### config.mk
export PLATFORM = sky130hd
export DESIGN_NAME = ocm_output_mux_select
export DESIGN_NICKNAME = d
export VERILOG_FILES = /design/src/logic/ocm_pkg.sv /design/src/logic/ocm_axil_slave.sv /design/src/logic/ocm_group_mux.sv /design/src/logic/ocm_output_mux_select.sv
export SDC_FILE = /design/constraint.sdc
export NUM_CORES = 1
export LEC_CHECK = 0
export ABC_AREA = 0
export BUFFER_PORTS_ARGS = -buffer_cell sky130_fd_sc_hd__buf_4
export CORE_MARGIN = 3
export CORE_UTILIZATION = 25
export CTS_CLUSTER_DIAMETER = 150
export CTS_CLUSTER_SIZE = 25
export DETAILED_ROUTE_END_ITERATION = 6
export SLEW_MARGIN = 20
export SYNTH_ARGS = -nofsm -noshare
export SYNTH_HDL_FRONTEND = slang
export SYNTH_SLANG_ARGS = --single-unit
### constraint.sdc
create_clock -name aclk -period 5 [get_ports aclk]
set_input_delay 0.75 -clock aclk [delete_from_list [all_inputs] [get_ports aclk]]
set_output_delay 0.75 -clock aclk [all_outputs]
set_load 0.01 [all_outputs]
### src/logic/ocm_pkg.sv
// Purpose: shared constants and types for the output clock mux selector block
// Assumes: AXI4-Lite with 32-bit data and byte addresses; one register per aligned word
// Notes: register index times four gives the byte address
package ocm_pkg;

  // ==========================================================================
  // register map (indices; byte address = index * 4)
  // ==========================================================================
  localparam int unsigned ADDR_W = 8;
  localparam logic [5:0] IDX_GROUP2 = 6'h27;
  localparam logic [5:0] IDX_GROUP3 = 6'h28;
  localparam logic [5:0] IDX_GROUP4 = 6'h29;
  localparam logic [5:0] IDX_GROUP5 = 6'h2A;
  localparam logic [5:0] IDX_LOOP_CTRL = 6'h3D;
  localparam logic [5:0] IDX_STATUS = 6'h3E;
  localparam int unsigned FIRST_GROUP = 2;
  localparam int unsigned NUM_GROUPS = 4;
  localparam int unsigned NUM_OUTPUTS = 12;

  // ==========================================================================
  // field layout and reset values
  // ==========================================================================
  localparam int unsigned FIRST_LSB = 0;
  localparam int unsigned FIRST_W = 2;
  localparam int unsigned SECOND_LSB = 4;
  localparam int unsigned SECOND_W = 3;
  localparam int unsigned LOOP_EN_BIT = 0;
  localparam int unsigned STATUS_LOOP_BIT = 0;
  localparam int unsigned STATUS_VARIANT_LSB = 4;
  localparam int unsigned STATUS_EFF_LSB = 8;
  localparam int unsigned STATUS_EFF_STEP = 4;
  localparam logic [1:0] FIRST_RESET = 2'h0;
  localparam logic [2:0] SECOND_RESET = 3'h7;
  localparam logic LOOP_EN_RESET = 1'b0;

  // ==========================================================================
  // selector codes
  // ==========================================================================
  localparam logic [1:0] FS_REF_PRE = 2'h0;
  localparam logic [1:0] FS_REF_POST = 2'h1;
  localparam logic [1:0] FS_IN_BUF2 = 2'h2;
  localparam logic [1:0] FS_IN_BUF3 = 2'h3;
  localparam logic [2:0] SS_INT_DIV0 = 3'h5;
  localparam logic [2:0] SS_INT_DIV1 = 3'h6;
  localparam logic [2:0] SS_FIRST_STAGE = 3'h7;

  localparam logic [1:0] RESP_OKAY = 2'h0;
  localparam logic [1:0] RESP_SLVERR = 2'h2;

  typedef enum logic [1:0] {
    OCM_SMALL_PACKAGE_VARIANT,
    OCM_MIDDLE_PACKAGE_VARIANT,
    OCM_LARGE_PACKAGE_VARIANT,
    OCM_VARIANT_UNUSED
  } ocm_variant_t;

  // clock sources seen by every group mux, all sampled in the aclk domain
  typedef struct packed {
    logic loop_ref_pre;
    logic loop_ref_post;
    logic input_buffer_two;
    logic input_buffer_three;
    logic [4:0] fast_divider;
    logic [1:0] integer_divider;
  } ocm_src_t;

  typedef struct packed {
    logic [2:0] second;
    logic [1:0] first;
  } ocm_sel_t;

endpackage

### src/logic/ocm_axil_slave.sv
// Purpose: AXI4-Lite slave front end with a simple register strobe port
// Assumes: decode and read data are supplied combinationally by the parent
// Notes: one write and one read in flight; address and data taken in any order
`timescale 1ns/1ns
`default_nettype none
module ocm_axil_slave #(
  parameter int unsigned AW = 8
) (
  input wire logic aclk,
  input wire logic aresetn,
  input wire logic [AW-1:0] s_axi_awaddr,
  input wire logic s_axi_awvalid,
  output logic s_axi_awready,
  input wire logic [31:0] s_axi_wdata,
  input wire logic [3:0] s_axi_wstrb,
  input wire logic s_axi_wvalid,
  output logic s_axi_wready,
  output logic [1:0] s_axi_bresp,
  output logic s_axi_bvalid,
  input wire logic s_axi_bready,
  input wire logic [AW-1:0] s_axi_araddr,
  input wire logic s_axi_arvalid,
  output logic s_axi_arready,
  output logic [31:0] s_axi_rdata,
  output logic [1:0] s_axi_rresp,
  output logic s_axi_rvalid,
  input wire logic s_axi_rready,
  output logic wr_en,
  output logic [AW-1:0] wr_addr,
  output logic [31:0] wr_data,
  output logic [3:0] wr_strb,
  input wire logic wr_err,
  output logic [AW-1:0] rd_addr,
  input wire logic [31:0] rd_data,
  input wire logic rd_err
);
  logic aw_have_q;
  logic w_have_q;
  logic [AW-1:0] awaddr_q;
  logic [31:0] wdata_q;
  logic [3:0] wstrb_q;
  logic aw_have_d;
  logic w_have_d;
  logic bvalid_d;
  logic rvalid_d;

  // ==========================================================================
  // write channel
  // ==========================================================================
  // readies leave from flops, so each is loaded with what the plain decode would show next cycle
  assign aw_have_d = (s_axi_awvalid && s_axi_awready) || (aw_have_q && !wr_en);
  assign w_have_d = (s_axi_wvalid && s_axi_wready) || (w_have_q && !wr_en);
  assign bvalid_d = wr_en || (s_axi_bvalid && !s_axi_bready);
  assign rvalid_d = (s_axi_arvalid && s_axi_arready) || (s_axi_rvalid && !s_axi_rready);
  assign wr_en = aw_have_q && w_have_q;

  always_ff @(posedge aclk) begin
    if (!aresetn) begin
      s_axi_awready <= 1'b1;
      s_axi_wready <= 1'b1;
    end else begin
      s_axi_awready <= !aw_have_d && !bvalid_d;
      s_axi_wready <= !w_have_d && !bvalid_d;
    end
  end
  assign wr_addr = awaddr_q;
  assign wr_data = wdata_q;
  assign wr_strb = wstrb_q;

  always_ff @(posedge aclk) begin
    if (!aresetn) begin
      aw_have_q <= 1'b0;
      awaddr_q <= '0;
    end else if (s_axi_awvalid && s_axi_awready) begin
      aw_have_q <= 1'b1;
      awaddr_q <= s_axi_awaddr;
    end else if (wr_en) begin
      aw_have_q <= 1'b0;
    end
  end

  always_ff @(posedge aclk) begin
    if (!aresetn) begin
      w_have_q <= 1'b0;
      wdata_q <= '0;
      wstrb_q <= '0;
    end else if (s_axi_wvalid && s_axi_wready) begin
      w_have_q <= 1'b1;
      wdata_q <= s_axi_wdata;
      wstrb_q <= s_axi_wstrb;
    end else if (wr_en) begin
      w_have_q <= 1'b0;
    end
  end

  always_ff @(posedge aclk) begin
    if (!aresetn) begin
      s_axi_bvalid <= 1'b0;
      s_axi_bresp <= ocm_pkg::RESP_OKAY;
    end else if (wr_en) begin
      s_axi_bvalid <= 1'b1;
      s_axi_bresp <= wr_err ? ocm_pkg::RESP_SLVERR : ocm_pkg::RESP_OKAY;
    end else if (s_axi_bready) begin
      s_axi_bvalid <= 1'b0;
    end
  end

  // ==========================================================================
  // read channel
  // ==========================================================================
  assign rd_addr = s_axi_araddr;

  always_ff @(posedge aclk) begin
    if (!aresetn) begin
      s_axi_arready <= 1'b1;
    end else begin
      s_axi_arready <= !rvalid_d;
    end
  end

  always_ff @(posedge aclk) begin
    if (!aresetn) begin
      s_axi_rvalid <= 1'b0;
      s_axi_rdata <= '0;
      s_axi_rresp <= ocm_pkg::RESP_OKAY;
    end else if (s_axi_arvalid && s_axi_arready) begin
      s_axi_rvalid <= 1'b1;
      s_axi_rdata <= rd_err ? 32'h00000000 : rd_data;
      s_axi_rresp <= rd_err ? ocm_pkg::RESP_SLVERR : ocm_pkg::RESP_OKAY;
    end else if (s_axi_rready) begin
      s_axi_rvalid <= 1'b0;
    end
  end
endmodule // ocm_axil_slave
`default_nettype wire

### src/logic/ocm_group_mux.sv
// Purpose: two-stage source selector for one output group
// Assumes: sources are levels sampled in the aclk domain
// Notes: purely combinational; the top registers the result
`timescale 1ns/1ns
`default_nettype none
module ocm_group_mux (
  input wire ocm_pkg::ocm_src_t src,
  input wire ocm_pkg::ocm_sel_t sel,
  input wire logic loop_enable,
  output logic [2:0] eff_second,
  output logic mux_out
);
  logic first_out;

  // ==========================================================================
  // first stage
  // ==========================================================================
  always_comb begin
    unique case (sel.first)
      ocm_pkg::FS_REF_PRE: first_out = src.loop_ref_pre;
      ocm_pkg::FS_REF_POST: first_out = src.loop_ref_post;
      ocm_pkg::FS_IN_BUF2: first_out = src.input_buffer_two;
      ocm_pkg::FS_IN_BUF3: first_out = src.input_buffer_three;
    endcase
  end

  // ==========================================================================
  // second stage, forced to the first-stage path while the loop is off
  // ==========================================================================
  always_comb begin
    eff_second = loop_enable ? sel.second : ocm_pkg::SS_FIRST_STAGE;
    if (eff_second == ocm_pkg::SS_FIRST_STAGE) begin
      mux_out = first_out;
    end else if (eff_second == ocm_pkg::SS_INT_DIV0) begin
      mux_out = src.integer_divider[0];
    end else if (eff_second == ocm_pkg::SS_INT_DIV1) begin
      mux_out = src.integer_divider[1];
    end else begin
      mux_out = src.fast_divider[eff_second];
    end
  end
endmodule // ocm_group_mux
`default_nettype wire

### src/logic/ocm_output_mux_select.sv
// Purpose: selector registers and output routing for output groups two to five
// Assumes: all clock sources are levels synchronous to aclk; package variant strap is static
// Notes: outputs zero and one belong to other groups and are held low here
//
// The AXI4-Lite register port is this design's own decision.
`timescale 1ns/1ns
`default_nettype none

module ocm_output_mux_select #(
  parameter int unsigned AW = ocm_pkg::ADDR_W
) (
  input wire logic aclk,
  input wire logic aresetn,
  input wire logic [AW-1:0] s_axi_awaddr,
  input wire logic s_axi_awvalid,
  output logic s_axi_awready,
  input wire logic [31:0] s_axi_wdata,
  input wire logic [3:0] s_axi_wstrb,
  input wire logic s_axi_wvalid,
  output logic s_axi_wready,
  output logic [1:0] s_axi_bresp,
  output logic s_axi_bvalid,
  input wire logic s_axi_bready,
  input wire logic [AW-1:0] s_axi_araddr,
  input wire logic s_axi_arvalid,
  output logic s_axi_arready,
  output logic [31:0] s_axi_rdata,
  output logic [1:0] s_axi_rresp,
  output logic s_axi_rvalid,
  input wire logic s_axi_rready,
  input wire ocm_pkg::ocm_src_t clk_src,
  input wire logic [1:0] package_variant_strap,
  output logic [ocm_pkg::NUM_OUTPUTS-1:0] out_clk_q
);
  localparam int unsigned NG = ocm_pkg::NUM_GROUPS;
  localparam int unsigned NO = ocm_pkg::NUM_OUTPUTS;
  localparam logic [2:0] NO_GROUP = 3'h7;

  logic wr_en;
  logic [AW-1:0] wr_addr;
  logic [31:0] wr_data;
  logic [3:0] wr_strb;
  logic wr_err;
  logic [AW-1:0] rd_addr;
  logic [31:0] rd_data;
  logic rd_err;
  ocm_pkg::ocm_sel_t sel_q [NG];
  logic loop_en_q;
  ocm_pkg::ocm_variant_t variant_q;
  logic variant_caught_q;
  logic [2:0] eff_second [NG];
  logic [NG-1:0] group_out;
  logic [5:0] wr_idx;
  logic [5:0] rd_idx;

  // ==========================================================================
  // bus front end
  // ==========================================================================
  ocm_axil_slave #(
    .AW(AW)
  ) u_bus (
    .aclk(aclk),
    .aresetn(aresetn),
    .s_axi_awaddr(s_axi_awaddr),
    .s_axi_awvalid(s_axi_awvalid),
    .s_axi_awready(s_axi_awready),
    .s_axi_wdata(s_axi_wdata),
    .s_axi_wstrb(s_axi_wstrb),
    .s_axi_wvalid(s_axi_wvalid),
    .s_axi_wready(s_axi_wready),
    .s_axi_bresp(s_axi_bresp),
    .s_axi_bvalid(s_axi_bvalid),
    .s_axi_bready(s_axi_bready),
    .s_axi_araddr(s_axi_araddr),
    .s_axi_arvalid(s_axi_arvalid),
    .s_axi_arready(s_axi_arready),
    .s_axi_rdata(s_axi_rdata),
    .s_axi_rresp(s_axi_rresp),
    .s_axi_rvalid(s_axi_rvalid),
    .s_axi_rready(s_axi_rready),
    .wr_en(wr_en),
    .wr_addr(wr_addr),
    .wr_data(wr_data),
    .wr_strb(wr_strb),
    .wr_err(wr_err),
    .rd_addr(rd_addr),
    .rd_data(rd_data),
    .rd_err(rd_err)
  );

  assign wr_idx = wr_addr[7:2];
  assign rd_idx = rd_addr[7:2];

  function automatic logic idx_mapped(input logic [5:0] idx, input logic allow_status);
    idx_mapped = (idx >= ocm_pkg::IDX_GROUP2 && idx <= ocm_pkg::IDX_GROUP5)
      || idx == ocm_pkg::IDX_LOOP_CTRL || (allow_status && idx == ocm_pkg::IDX_STATUS);
  endfunction

  // status is read only, so a write to it is refused
  assign wr_err = !idx_mapped(wr_idx, 1'b0);
  assign rd_err = !idx_mapped(rd_idx, 1'b1);

  // ==========================================================================
  // selector registers, one byte-wide register per group
  // ==========================================================================
  for (genvar g = 0; g < NG; g++) begin : g_sel
    localparam logic [5:0] MY_IDX = ocm_pkg::IDX_GROUP2 + 6'(g);
    always_ff @(posedge aclk) begin
      if (!aresetn) begin
        sel_q[g].first <= ocm_pkg::FIRST_RESET;
        sel_q[g].second <= ocm_pkg::SECOND_RESET;
      end else if (wr_en && wr_idx == MY_IDX && wr_strb[0]) begin
        sel_q[g].first <= wr_data[ocm_pkg::FIRST_LSB +: ocm_pkg::FIRST_W];
        sel_q[g].second <= wr_data[ocm_pkg::SECOND_LSB +: ocm_pkg::SECOND_W];
      end
    end

    ocm_group_mux u_mux (
      .src(clk_src),
      .sel(sel_q[g]),
      .loop_enable(loop_en_q),
      .eff_second(eff_second[g]),
      .mux_out(group_out[g])
    );
  end

  always_ff @(posedge aclk) begin
    if (!aresetn) begin
      loop_en_q <= ocm_pkg::LOOP_EN_RESET;
    end else if (wr_en && wr_idx == ocm_pkg::IDX_LOOP_CTRL && wr_strb[0]) begin
      loop_en_q <= wr_data[ocm_pkg::LOOP_EN_BIT];
    end
  end

  // ==========================================================================
  // package variant, caught once in the first cycle after reset release
  // ==========================================================================
  always_ff @(posedge aclk) begin
    if (!aresetn) begin
      variant_caught_q <= 1'b0;
      variant_q <= ocm_pkg::OCM_SMALL_PACKAGE_VARIANT;
    end else if (!variant_caught_q) begin
      variant_caught_q <= 1'b1;
      variant_q <= ocm_pkg::ocm_variant_t'(package_variant_strap);
    end
  end

  // ==========================================================================
  // read data
  // ==========================================================================
  always_comb begin
    rd_data = 32'h00000000;
    if (rd_idx >= ocm_pkg::IDX_GROUP2 && rd_idx <= ocm_pkg::IDX_GROUP5) begin
      rd_data[ocm_pkg::FIRST_LSB +: ocm_pkg::FIRST_W] = sel_q[2'(rd_idx - ocm_pkg::IDX_GROUP2)].first;
      rd_data[ocm_pkg::SECOND_LSB +: ocm_pkg::SECOND_W] = sel_q[2'(rd_idx - ocm_pkg::IDX_GROUP2)].second;
    end else if (rd_idx == ocm_pkg::IDX_LOOP_CTRL) begin
      rd_data[ocm_pkg::LOOP_EN_BIT] = loop_en_q;
    end else if (rd_idx == ocm_pkg::IDX_STATUS) begin
      // shows the code in use, which differs from the programmed one when forced
      rd_data[ocm_pkg::STATUS_LOOP_BIT] = loop_en_q;
      rd_data[ocm_pkg::STATUS_VARIANT_LSB +: 2] = variant_q;
      for (int g = 0; g < NG; g++) begin
        rd_data[ocm_pkg::STATUS_EFF_LSB + g * ocm_pkg::STATUS_EFF_STEP +: 3] = eff_second[g];
      end
    end
  end

  // ==========================================================================
  // output routing: which group drives each output in each variant
  // ==========================================================================
  // returns the group index relative to group two, or NO_GROUP
  function automatic logic [2:0] route(input ocm_pkg::ocm_variant_t v, input int unsigned n);
    route = NO_GROUP;
    unique case (v)
      ocm_pkg::OCM_MIDDLE_PACKAGE_VARIANT: begin
        if (n == 2 || n == 3) route = 3'h0;
        if (n == 4 || n == 5) route = 3'h1;
        if (n == 6) route = 3'h2;
        if (n == 7) route = 3'h3;
      end
      ocm_pkg::OCM_LARGE_PACKAGE_VARIANT: begin
        if (n >= 3 && n <= 5) route = 3'h0;
        if (n >= 6 && n <= 8) route = 3'h1;
        if (n == 9) route = 3'h2;
        if (n == 10 || n == 11) route = 3'h3;
      end
      // an unused strap code falls back to the smallest variant
      default: begin
        if (n >= 2 && n <= 5) route = 3'(n - 2);
      end
    endcase
  endfunction

  for (genvar n = 0; n < NO; n++) begin : g_out
    logic [2:0] grp;
    assign grp = route(variant_q, n);
    // registered so every pin leaves from a flop; costs one aclk of latency
    always_ff @(posedge aclk) begin
      if (!aresetn) begin
        out_clk_q[n] <= 1'b0;
      end else if (grp == NO_GROUP) begin
        out_clk_q[n] <= 1'b0;
      end else begin
        out_clk_q[n] <= group_out[grp[1:0]];
      end
    end
  end
endmodule // ocm_output_mux_select
`default_nettype wire

Word-level counts from Yosys, hierarchy flattened
Memories as Yosys holds them, arrays and structs flattened.
Index checks and enable logic that the tools add are counted.
{"block": "totals", "inputBits": 72, "word_cells": 256, "ff_bits": 72, "n_memories": 1, "out_inout_bits": 53, "mem_bits_rw": 20}
{"block": "classes", "eq_ne": 42, "reduce_logical": 54, "add_sub_neg": 1, "order_cmp": 17, "muxes": 107, "n_bitwise": 9}
{"memory": "sel_q", "words": 4, "width": 5, "read_ports": 5, "rd_ports_with_merged_regs": 0, "wr": 4, "line_no": "ocm_output_mux_select.sv:47", "rtl": "ocm_pkg::ocm_sel_t sel_q [NG];"}
{"cell": "two-way mux 3 bit", "n": 24}
{"cell": "== test 3 bit (second input constant)", "n": 21}
{"cell": "two-way mux 1 bit", "n": 52}
{"cell": "== test 6 bit (second input constant)", "n": 7}
{"cell": "< comparator 2 x 3 -> 1 bit (second input constant)", "n": 9}
{"cell": "two-way mux 23 bit", "n": 1}
{"cell": "logical AND 1 bit", "n": 22}
{"cell": "OR reduction 2 bit", "n": 10}
{"cell": "binary-select mux 1 bit (select 2 bit)", "n": 9}
{"cell": "== test 2 bit (second input constant)", "n": 9}
{"cell": "two-way mux 2 bit", "n": 9}
{"cell": "< comparator 3 x 4 -> 1 bit (second input constant)", "n": 4}
{"cell": "one-hot mux 1 bit (4 select lines)", "n": 4}
{"cell": "binary-select mux 1 bit (select 3 bit)", "n": 4}
{"cell": ">= comparator 6 bit (second input constant)", "n": 2}
{"cell": "less-or-equal comparator 6 bit (second input constant)", "n": 2}
{"cell": "one-hot mux 3 bit (2 select lines)", "n": 2}
{"cell": "== test 2 x 1 -> 1 bit (second input constant)", "n": 5}
{"cell": "logical NOT 2 bit", "n": 4}
{"cell": "bitwise OR 1 bit", "n": 8}
{"cell": "one-hot mux 2 bit (2 select lines)", "n": 2}
{"cell": "nonzero test 2 bit", "n": 4}
{"cell": "logical NOT 1 bit", "n": 7}
{"cell": "logical OR 1 bit", "n": 7}
{"cell": "2 further kinds", "n": 2}

Depth between registers and ports, before layout
An unclocked memory read counts as a cell.
{"block": "depth", "depth_word": 9, "ltp_mapped": 8, "depth_no_buf": 7}

Hierarchy
Synthesis repeated with hierarchy kept, for this count alone.
{"block": "hier_totals", "cells_unflattened": 614, "area_unflattened_um2": 6294.8}
{"module": "ocm_axil_slave", "seq_area_each_um2": 1701.6, "area_each_um2": 3970.1, "instances": 1, "cells_per_inst": 389}
{"module": "ocm_output_mux_select", "seq_area_each_um2": 860.8, "area_each_um2": 1774.2, "instances": 1, "cells_per_inst": 157}
{"module": "ocm_group_mux", "seq_area_each_um2": 0.0, "area_each_um2": 137.6, "instances": 4, "cells_per_inst": 17}

Worst setup path before layout
OpenSTA, ideal clock, no wires.
{"block": "synth_timing", "path_type": "input-to-reg", "startpoint": "input s_axi_araddr[2]", "endpoint": "register u_bus.s_axi_rdata[5]", "n_path_buf": 1, "cell_stages": 7, "setup_time_ns": 0.132, "arrival_time_ns": 2.087, "path_slack_ns": 2.781, "t_required_ns": 4.868, "cell_sequence": "buf_2 inv_1 ha_1 mux4_2 nand3_1 a211o_1 a21oi_1"}
{"block": "synth_between", "elab_chain_cells": 5, "word_cells_on_any_way": 13, "classes_between": "add/sub: 1; order compare: 2; eq/ne: 2; mux: 4; reduce/logical: 3; memory: 1"}
{"element": "from (decl)", "line_no": "ocm_output_mux_select.sv:24", "rtl": "input wire logic [AW-1:0] s_axi_araddr,"}
{"element": "branches (longest 4 deep; another with memory (4 x 5 bit))"}
{"element": "two-way mux 23 bit (*)", "line_no": "ocm_axil_slave.sv:128", "rtl": "s_axi_rdata <= rd_err ? 32'h00000000 : rd_data;"}
{"element": "to (signal assigned)", "line_no": "ocm_axil_slave.sv:128"}
{"element": "to (decl)", "line_no": "ocm_axil_slave.sv:24", "rtl": "output logic [31:0] s_axi_rdata,"}
Mark *: on every way between the ends.
A chain may end at the register's enable or synchronous reset.

Final worst setup path
{"block": "layout_timing", "startpoint": "register loop_en_q", "endpoint": "register out_clk_q[5] (netlist name)"}
{"block": "layout_between", "elab_chain_cells": 8, "word_cells_on_any_way": 38, "classes_between": "eq/ne: 12; mux: 26"}
{"element": "from (decl)", "line_no": "ocm_output_mux_select.sv:48", "rtl": "logic loop_en_q;"}
{"element": "from (signal assigned)", "line_no": "ocm_output_mux_select.sv:129", "rtl": "loop_en_q <= ocm_pkg::LOOP_EN_RESET;"}
{"element": "from (signal assigned)", "line_no": "ocm_output_mux_select.sv:131", "rtl": "loop_en_q <= wr_data[ocm_pkg::LOOP_EN_BIT];"}
{"element": "two-way mux 3 bit", "line_no": "ocm_group_mux.sv:31", "rtl": "eff_second = loop_enable ? sel.second : ocm_pkg::SS_FIRST_STAGE;"}
{"element": "binary-select mux 1 bit (select 3 bit)", "line_no": "ocm_group_mux.sv:39", "rtl": "mux_out = src.fast_divider[eff_second];"}
{"element": "two-way mux 1 bit (not written as such)", "line_no": "ocm_group_mux.sv:39"}
{"element": "two-way mux 1 bit", "line_no": "ocm_group_mux.sv:36", "rtl": "end else if (eff_second == ocm_pkg::SS_INT_DIV1) begin"}
{"element": "two-way mux 1 bit", "line_no": "ocm_group_mux.sv:34", "rtl": "end else if (eff_second == ocm_pkg::SS_INT_DIV0) begin"}
{"element": "two-way mux 1 bit", "line_no": "ocm_group_mux.sv:32", "rtl": "if (eff_second == ocm_pkg::SS_FIRST_STAGE) begin"}
{"element": "binary-select mux 1 bit (select 2 bit) (*)", "line_no": "ocm_output_mux_select.sv:204", "rtl": "out_clk_q[n] <= group_out[grp[1:0]];"}
{"element": "two-way mux 1 bit (not written as such) (*)", "line_no": "ocm_output_mux_select.sv:204"}
{"element": "to (signal, indexed assignment)", "line_no": "ocm_output_mux_select.sv:204"}
{"element": "to (decl)", "line_no": "ocm_output_mux_select.sv:33", "rtl": "output logic [ocm_pkg::NUM_OUTPUTS-1:0] out_clk_q"}
Every way passes the cells marked *; elsewhere a longest branch is shown, timed or not. The select of a mux whose other input is x is not followed.

==> qor.yml <==
critical_path:
  worstPathRequired_ns: 5.24
  cp-start-kind: "flop"
  crit_fanout: 22
  r2r-end: "out_clk_q[5]"
  cp_slowest_cell: "dfxtp_1"
  worst_path_largest_cell_delay_ns: 0.77
  r2r-start: "loop_en_q"
  end_kind: "flop"
  path_cells: "inv_1 > a221oi_1 > a22o_1 > o21ai_0 > o211ai_1"
  reg2reg_slack_ns: 2.89
  crit_arrival_ns: 2.34
  rr_worst_depth: 5
  crit_type: "flop to flop"
cells_and_area:
  diodes: 0
  final_net_count: 533
  final_area_um2: 4610
  multiInputGateArea_um2: 1820
  fill_cells: 1461
  layout-drive-gt1-share: 0.259
  final-seq-area_um2: 1620
  finalNonFillerCells: 639
  area_delta_synth_final_pct: 25.8
power:
  pwr-share-comb: 0.107
  p_leak_uw: 0.00194
  p_int_uw: 1120
  powerDensity_nw_per_um2: 318
  sw_frac_of_total: 0.235
  total_power_uw: 1470
  ir_worst_vdd_v: 0.000212
  switchingPower_uw: 344
  pwr-share-seq: 0.432
  power_frac_clock: 0.462
synth:
  synth.most_common_cell: "dfxtp_1"
  synth_common_cells: "51 x dfxtp_1, 46 x a21oi_1, 38 x nor2_1, 31 x nand2_1, 23 x inv_1"
  synth_edf_count: 20
  synth_area_leaders: "dfxtp_1 28%, edfxtp_1 16%, a21oi_1 6.3%, mux4_2 5.5%, buf_4 4.3%"
  yosys_warnings: 0
  synthFlopType: "dfxtp_1"
  synth_cells: 389
  yosys.cell_types.count: 59
  ys_seq_area_frac: 0.442
  synth-seq-cells: 71
  synthArstFlopShare: 0
  syn_area_um2: 3670
  synth_area_leader_cell: "dfxtp_1"
  postSynthAreaPerCell_um2: 9.42
  netlist.area_leader.share: 0.278
placed_design:
  hpwl_um: 7290
  dpl.cell_count: 623
  place_area_um2: 4290
  port-buffer-count: 71
  finalWeightedCongestion: 0.867
status:
  status: "finished clean"
floorplanning:
  die_h_um: 127
  fp-row-count: 43
  die_w_um: 127
  dieArea_um2: 16200
  initial_core_util: 0.260
  io_pins: 125
  core_area_um2: 14100
global_route:
  grt_pass1_wl_um: 15000
  busiest_layer: "met2"
  groute.usage.overall: 0.116
  grtUsageMet1: 0.147
  antenna_found_initial: 0
  grt_max_degree: 23
  grt_overflow: 0
  grt_util_met3: 0.0368
  grt_use_met2: 0.183
  grt_pass1_vias: 3005
worst_hold_path:
  min_from: "u_bus.s_axi_rdata[1]"
  hold_end: "u_bus.s_axi_rdata[1]"
  hold_depth: 2
  hold_class: "flop to flop"
sta:
  finalSetupTns_ns: 0
  slew-limit-headroom: 0.459
  period_minus_slack_ns: 2.11
  clock-skew-final_ns: 0.00528
  drv_slew: 0
  holdWs_ns: 0.459
  rsz0062_at_grt: "no"
  setup_viol_count_final: 0
  hold_violations: 0
  worst_slew_pin_slew_ns: 0.804
  min_period_over_period: 0.421
  fmax_mhz: 475
route:
  ant_nets: 0
  dr.pass1.iters: 5
  wl_per_cell_um: 14.5
  drt_iter0_drc: 217
  wirelength_um: 9260
  vias: 2997
  post-route-drc-count: 0
  vias_per_cell: 4.69
clocking:
  cts_tree: "yes"
  cts_resized: 0
  clk_path_buf_depth: 2
  clock_sinks: 71
  holdBufCountCts: 0
  cts_setup_buffers: 0
  clk_latency_ns: 0.32
  cts_buffers: 9
  cts_root_buffer: "clkbuf_16"
  cts.clk_slew.worst_paths_ns: 0.06
  h-tree-depth: 3
job:
  max-cap-violations: 0
-- worst max-delay path by stage --
stage               startpoint                    to  slack, ns  depth (start not counted)
3_5_place_dp           aresetn           sel_q[0][2]       2.54                          4
5_1_grt              loop_en_q          out_clk_q[5]       2.63                          5
6_report             loop_en_q          out_clk_q[5]       2.89                          5
3_3_place_gp           aresetn           sel_q[0][2]       2.57                          4
4_1_cts                aresetn           sel_q[0][2]       2.89                          4
2_1_floorplan  s_axi_araddr[2]  u_bus.s_axi_rdata[5]       2.78                          7
-- power groups by stage --
stage	clock [µW]	sequential, µW	combinational (µW)
6_report	677	633	157
5_1_grt	724	636	174
4_1_cts	698	633	158
3_5_place_dp	0	646	157
3_3_place_gp	0	644	154
2_1_floorplan	0	643	99.1
-- stage by stage --
stage                util  setup slack, ns
global route        0.327             2.63
CTS                 0.327             2.89
detailed placement  0.304             2.54
floorplan               -             2.78
global placement    0.304             2.57
finish              0.327             2.89
-- cell usage in the layout, fill, tap and decap left out, types with 6 or more instances in the layout --
cell	count
o21ai_0	8
dfxtp_1	51
nor2_1	38
edfxtp_1	20
buf_4	72
clkbuf_16	9
nor2b_1	8
inv_1	23
a21oi_1	46
or2_2	6
mux2i_1	10
nand3_1	19
conb_1	19
ha_1	7
nand2b_1	7
nand2_1	31
mux4_2	9
-- routing by layer --
metal | share of wire | wire length, µm | vias to the layer above
met2 | 0.48 | 4430 | 123
met1 | 0.42 | 3920 | 1379
met4 | 0.026 | 239 | 0
li1 | - | - | 1479
met3 | 0.072 | 668 | 16
met5 | 0 | 0 | -
-- registers in the layout, indices dropped and copies added, names as in the netlist --
register,flops
loop_en_q,1
out_clk_q,9
sel_q,20
u_bus.aw_have_q,1
u_bus.s_axi_arready,1
u_bus.s_axi_awready,1
u_bus.s_axi_bresp,1
u_bus.s_axi_bvalid,1
u_bus.s_axi_rdata,17
u_bus.s_axi_rresp,1
u_bus.s_axi_rvalid,1
u_bus.s_axi_wready,1
u_bus.w_have_q,1
u_bus.wr_addr,6
u_bus.wr_data,5
u_bus.wr_strb,1
variant_caught_q,1
variant_q,2
-- cell type report --
cell class | count | area share
Clock buffer | 10 | 0.0496
Timing Repair Buffer | 72 | 0.117
Multi-Input combinational cell | 277 | 0.394
Inverter | 23 | 0.0187
Tap cell | 180 | 0.0488
Sequential cell | 71 | 0.352
Clock inverter | 6 | 0.0201
-- worst max-delay path: cells and delay by family, from the launching register on --
kind / cells / cell delay [ns]
AO/OA/AOI/OAI: 4 / 0.96
flip-flops: 1 / 0.77
buffers and inverters: 1 / 0.28
-- logic make-up after synthesis --
kind of cell,synth area share
buf+inv,0.0826
flops,0.442
mux,0.0990
compound gates,0.161
other cells,0.00102
simple gates,0.190
fa+ha+maj,0.0239
(Power assumes the default switching activity.)
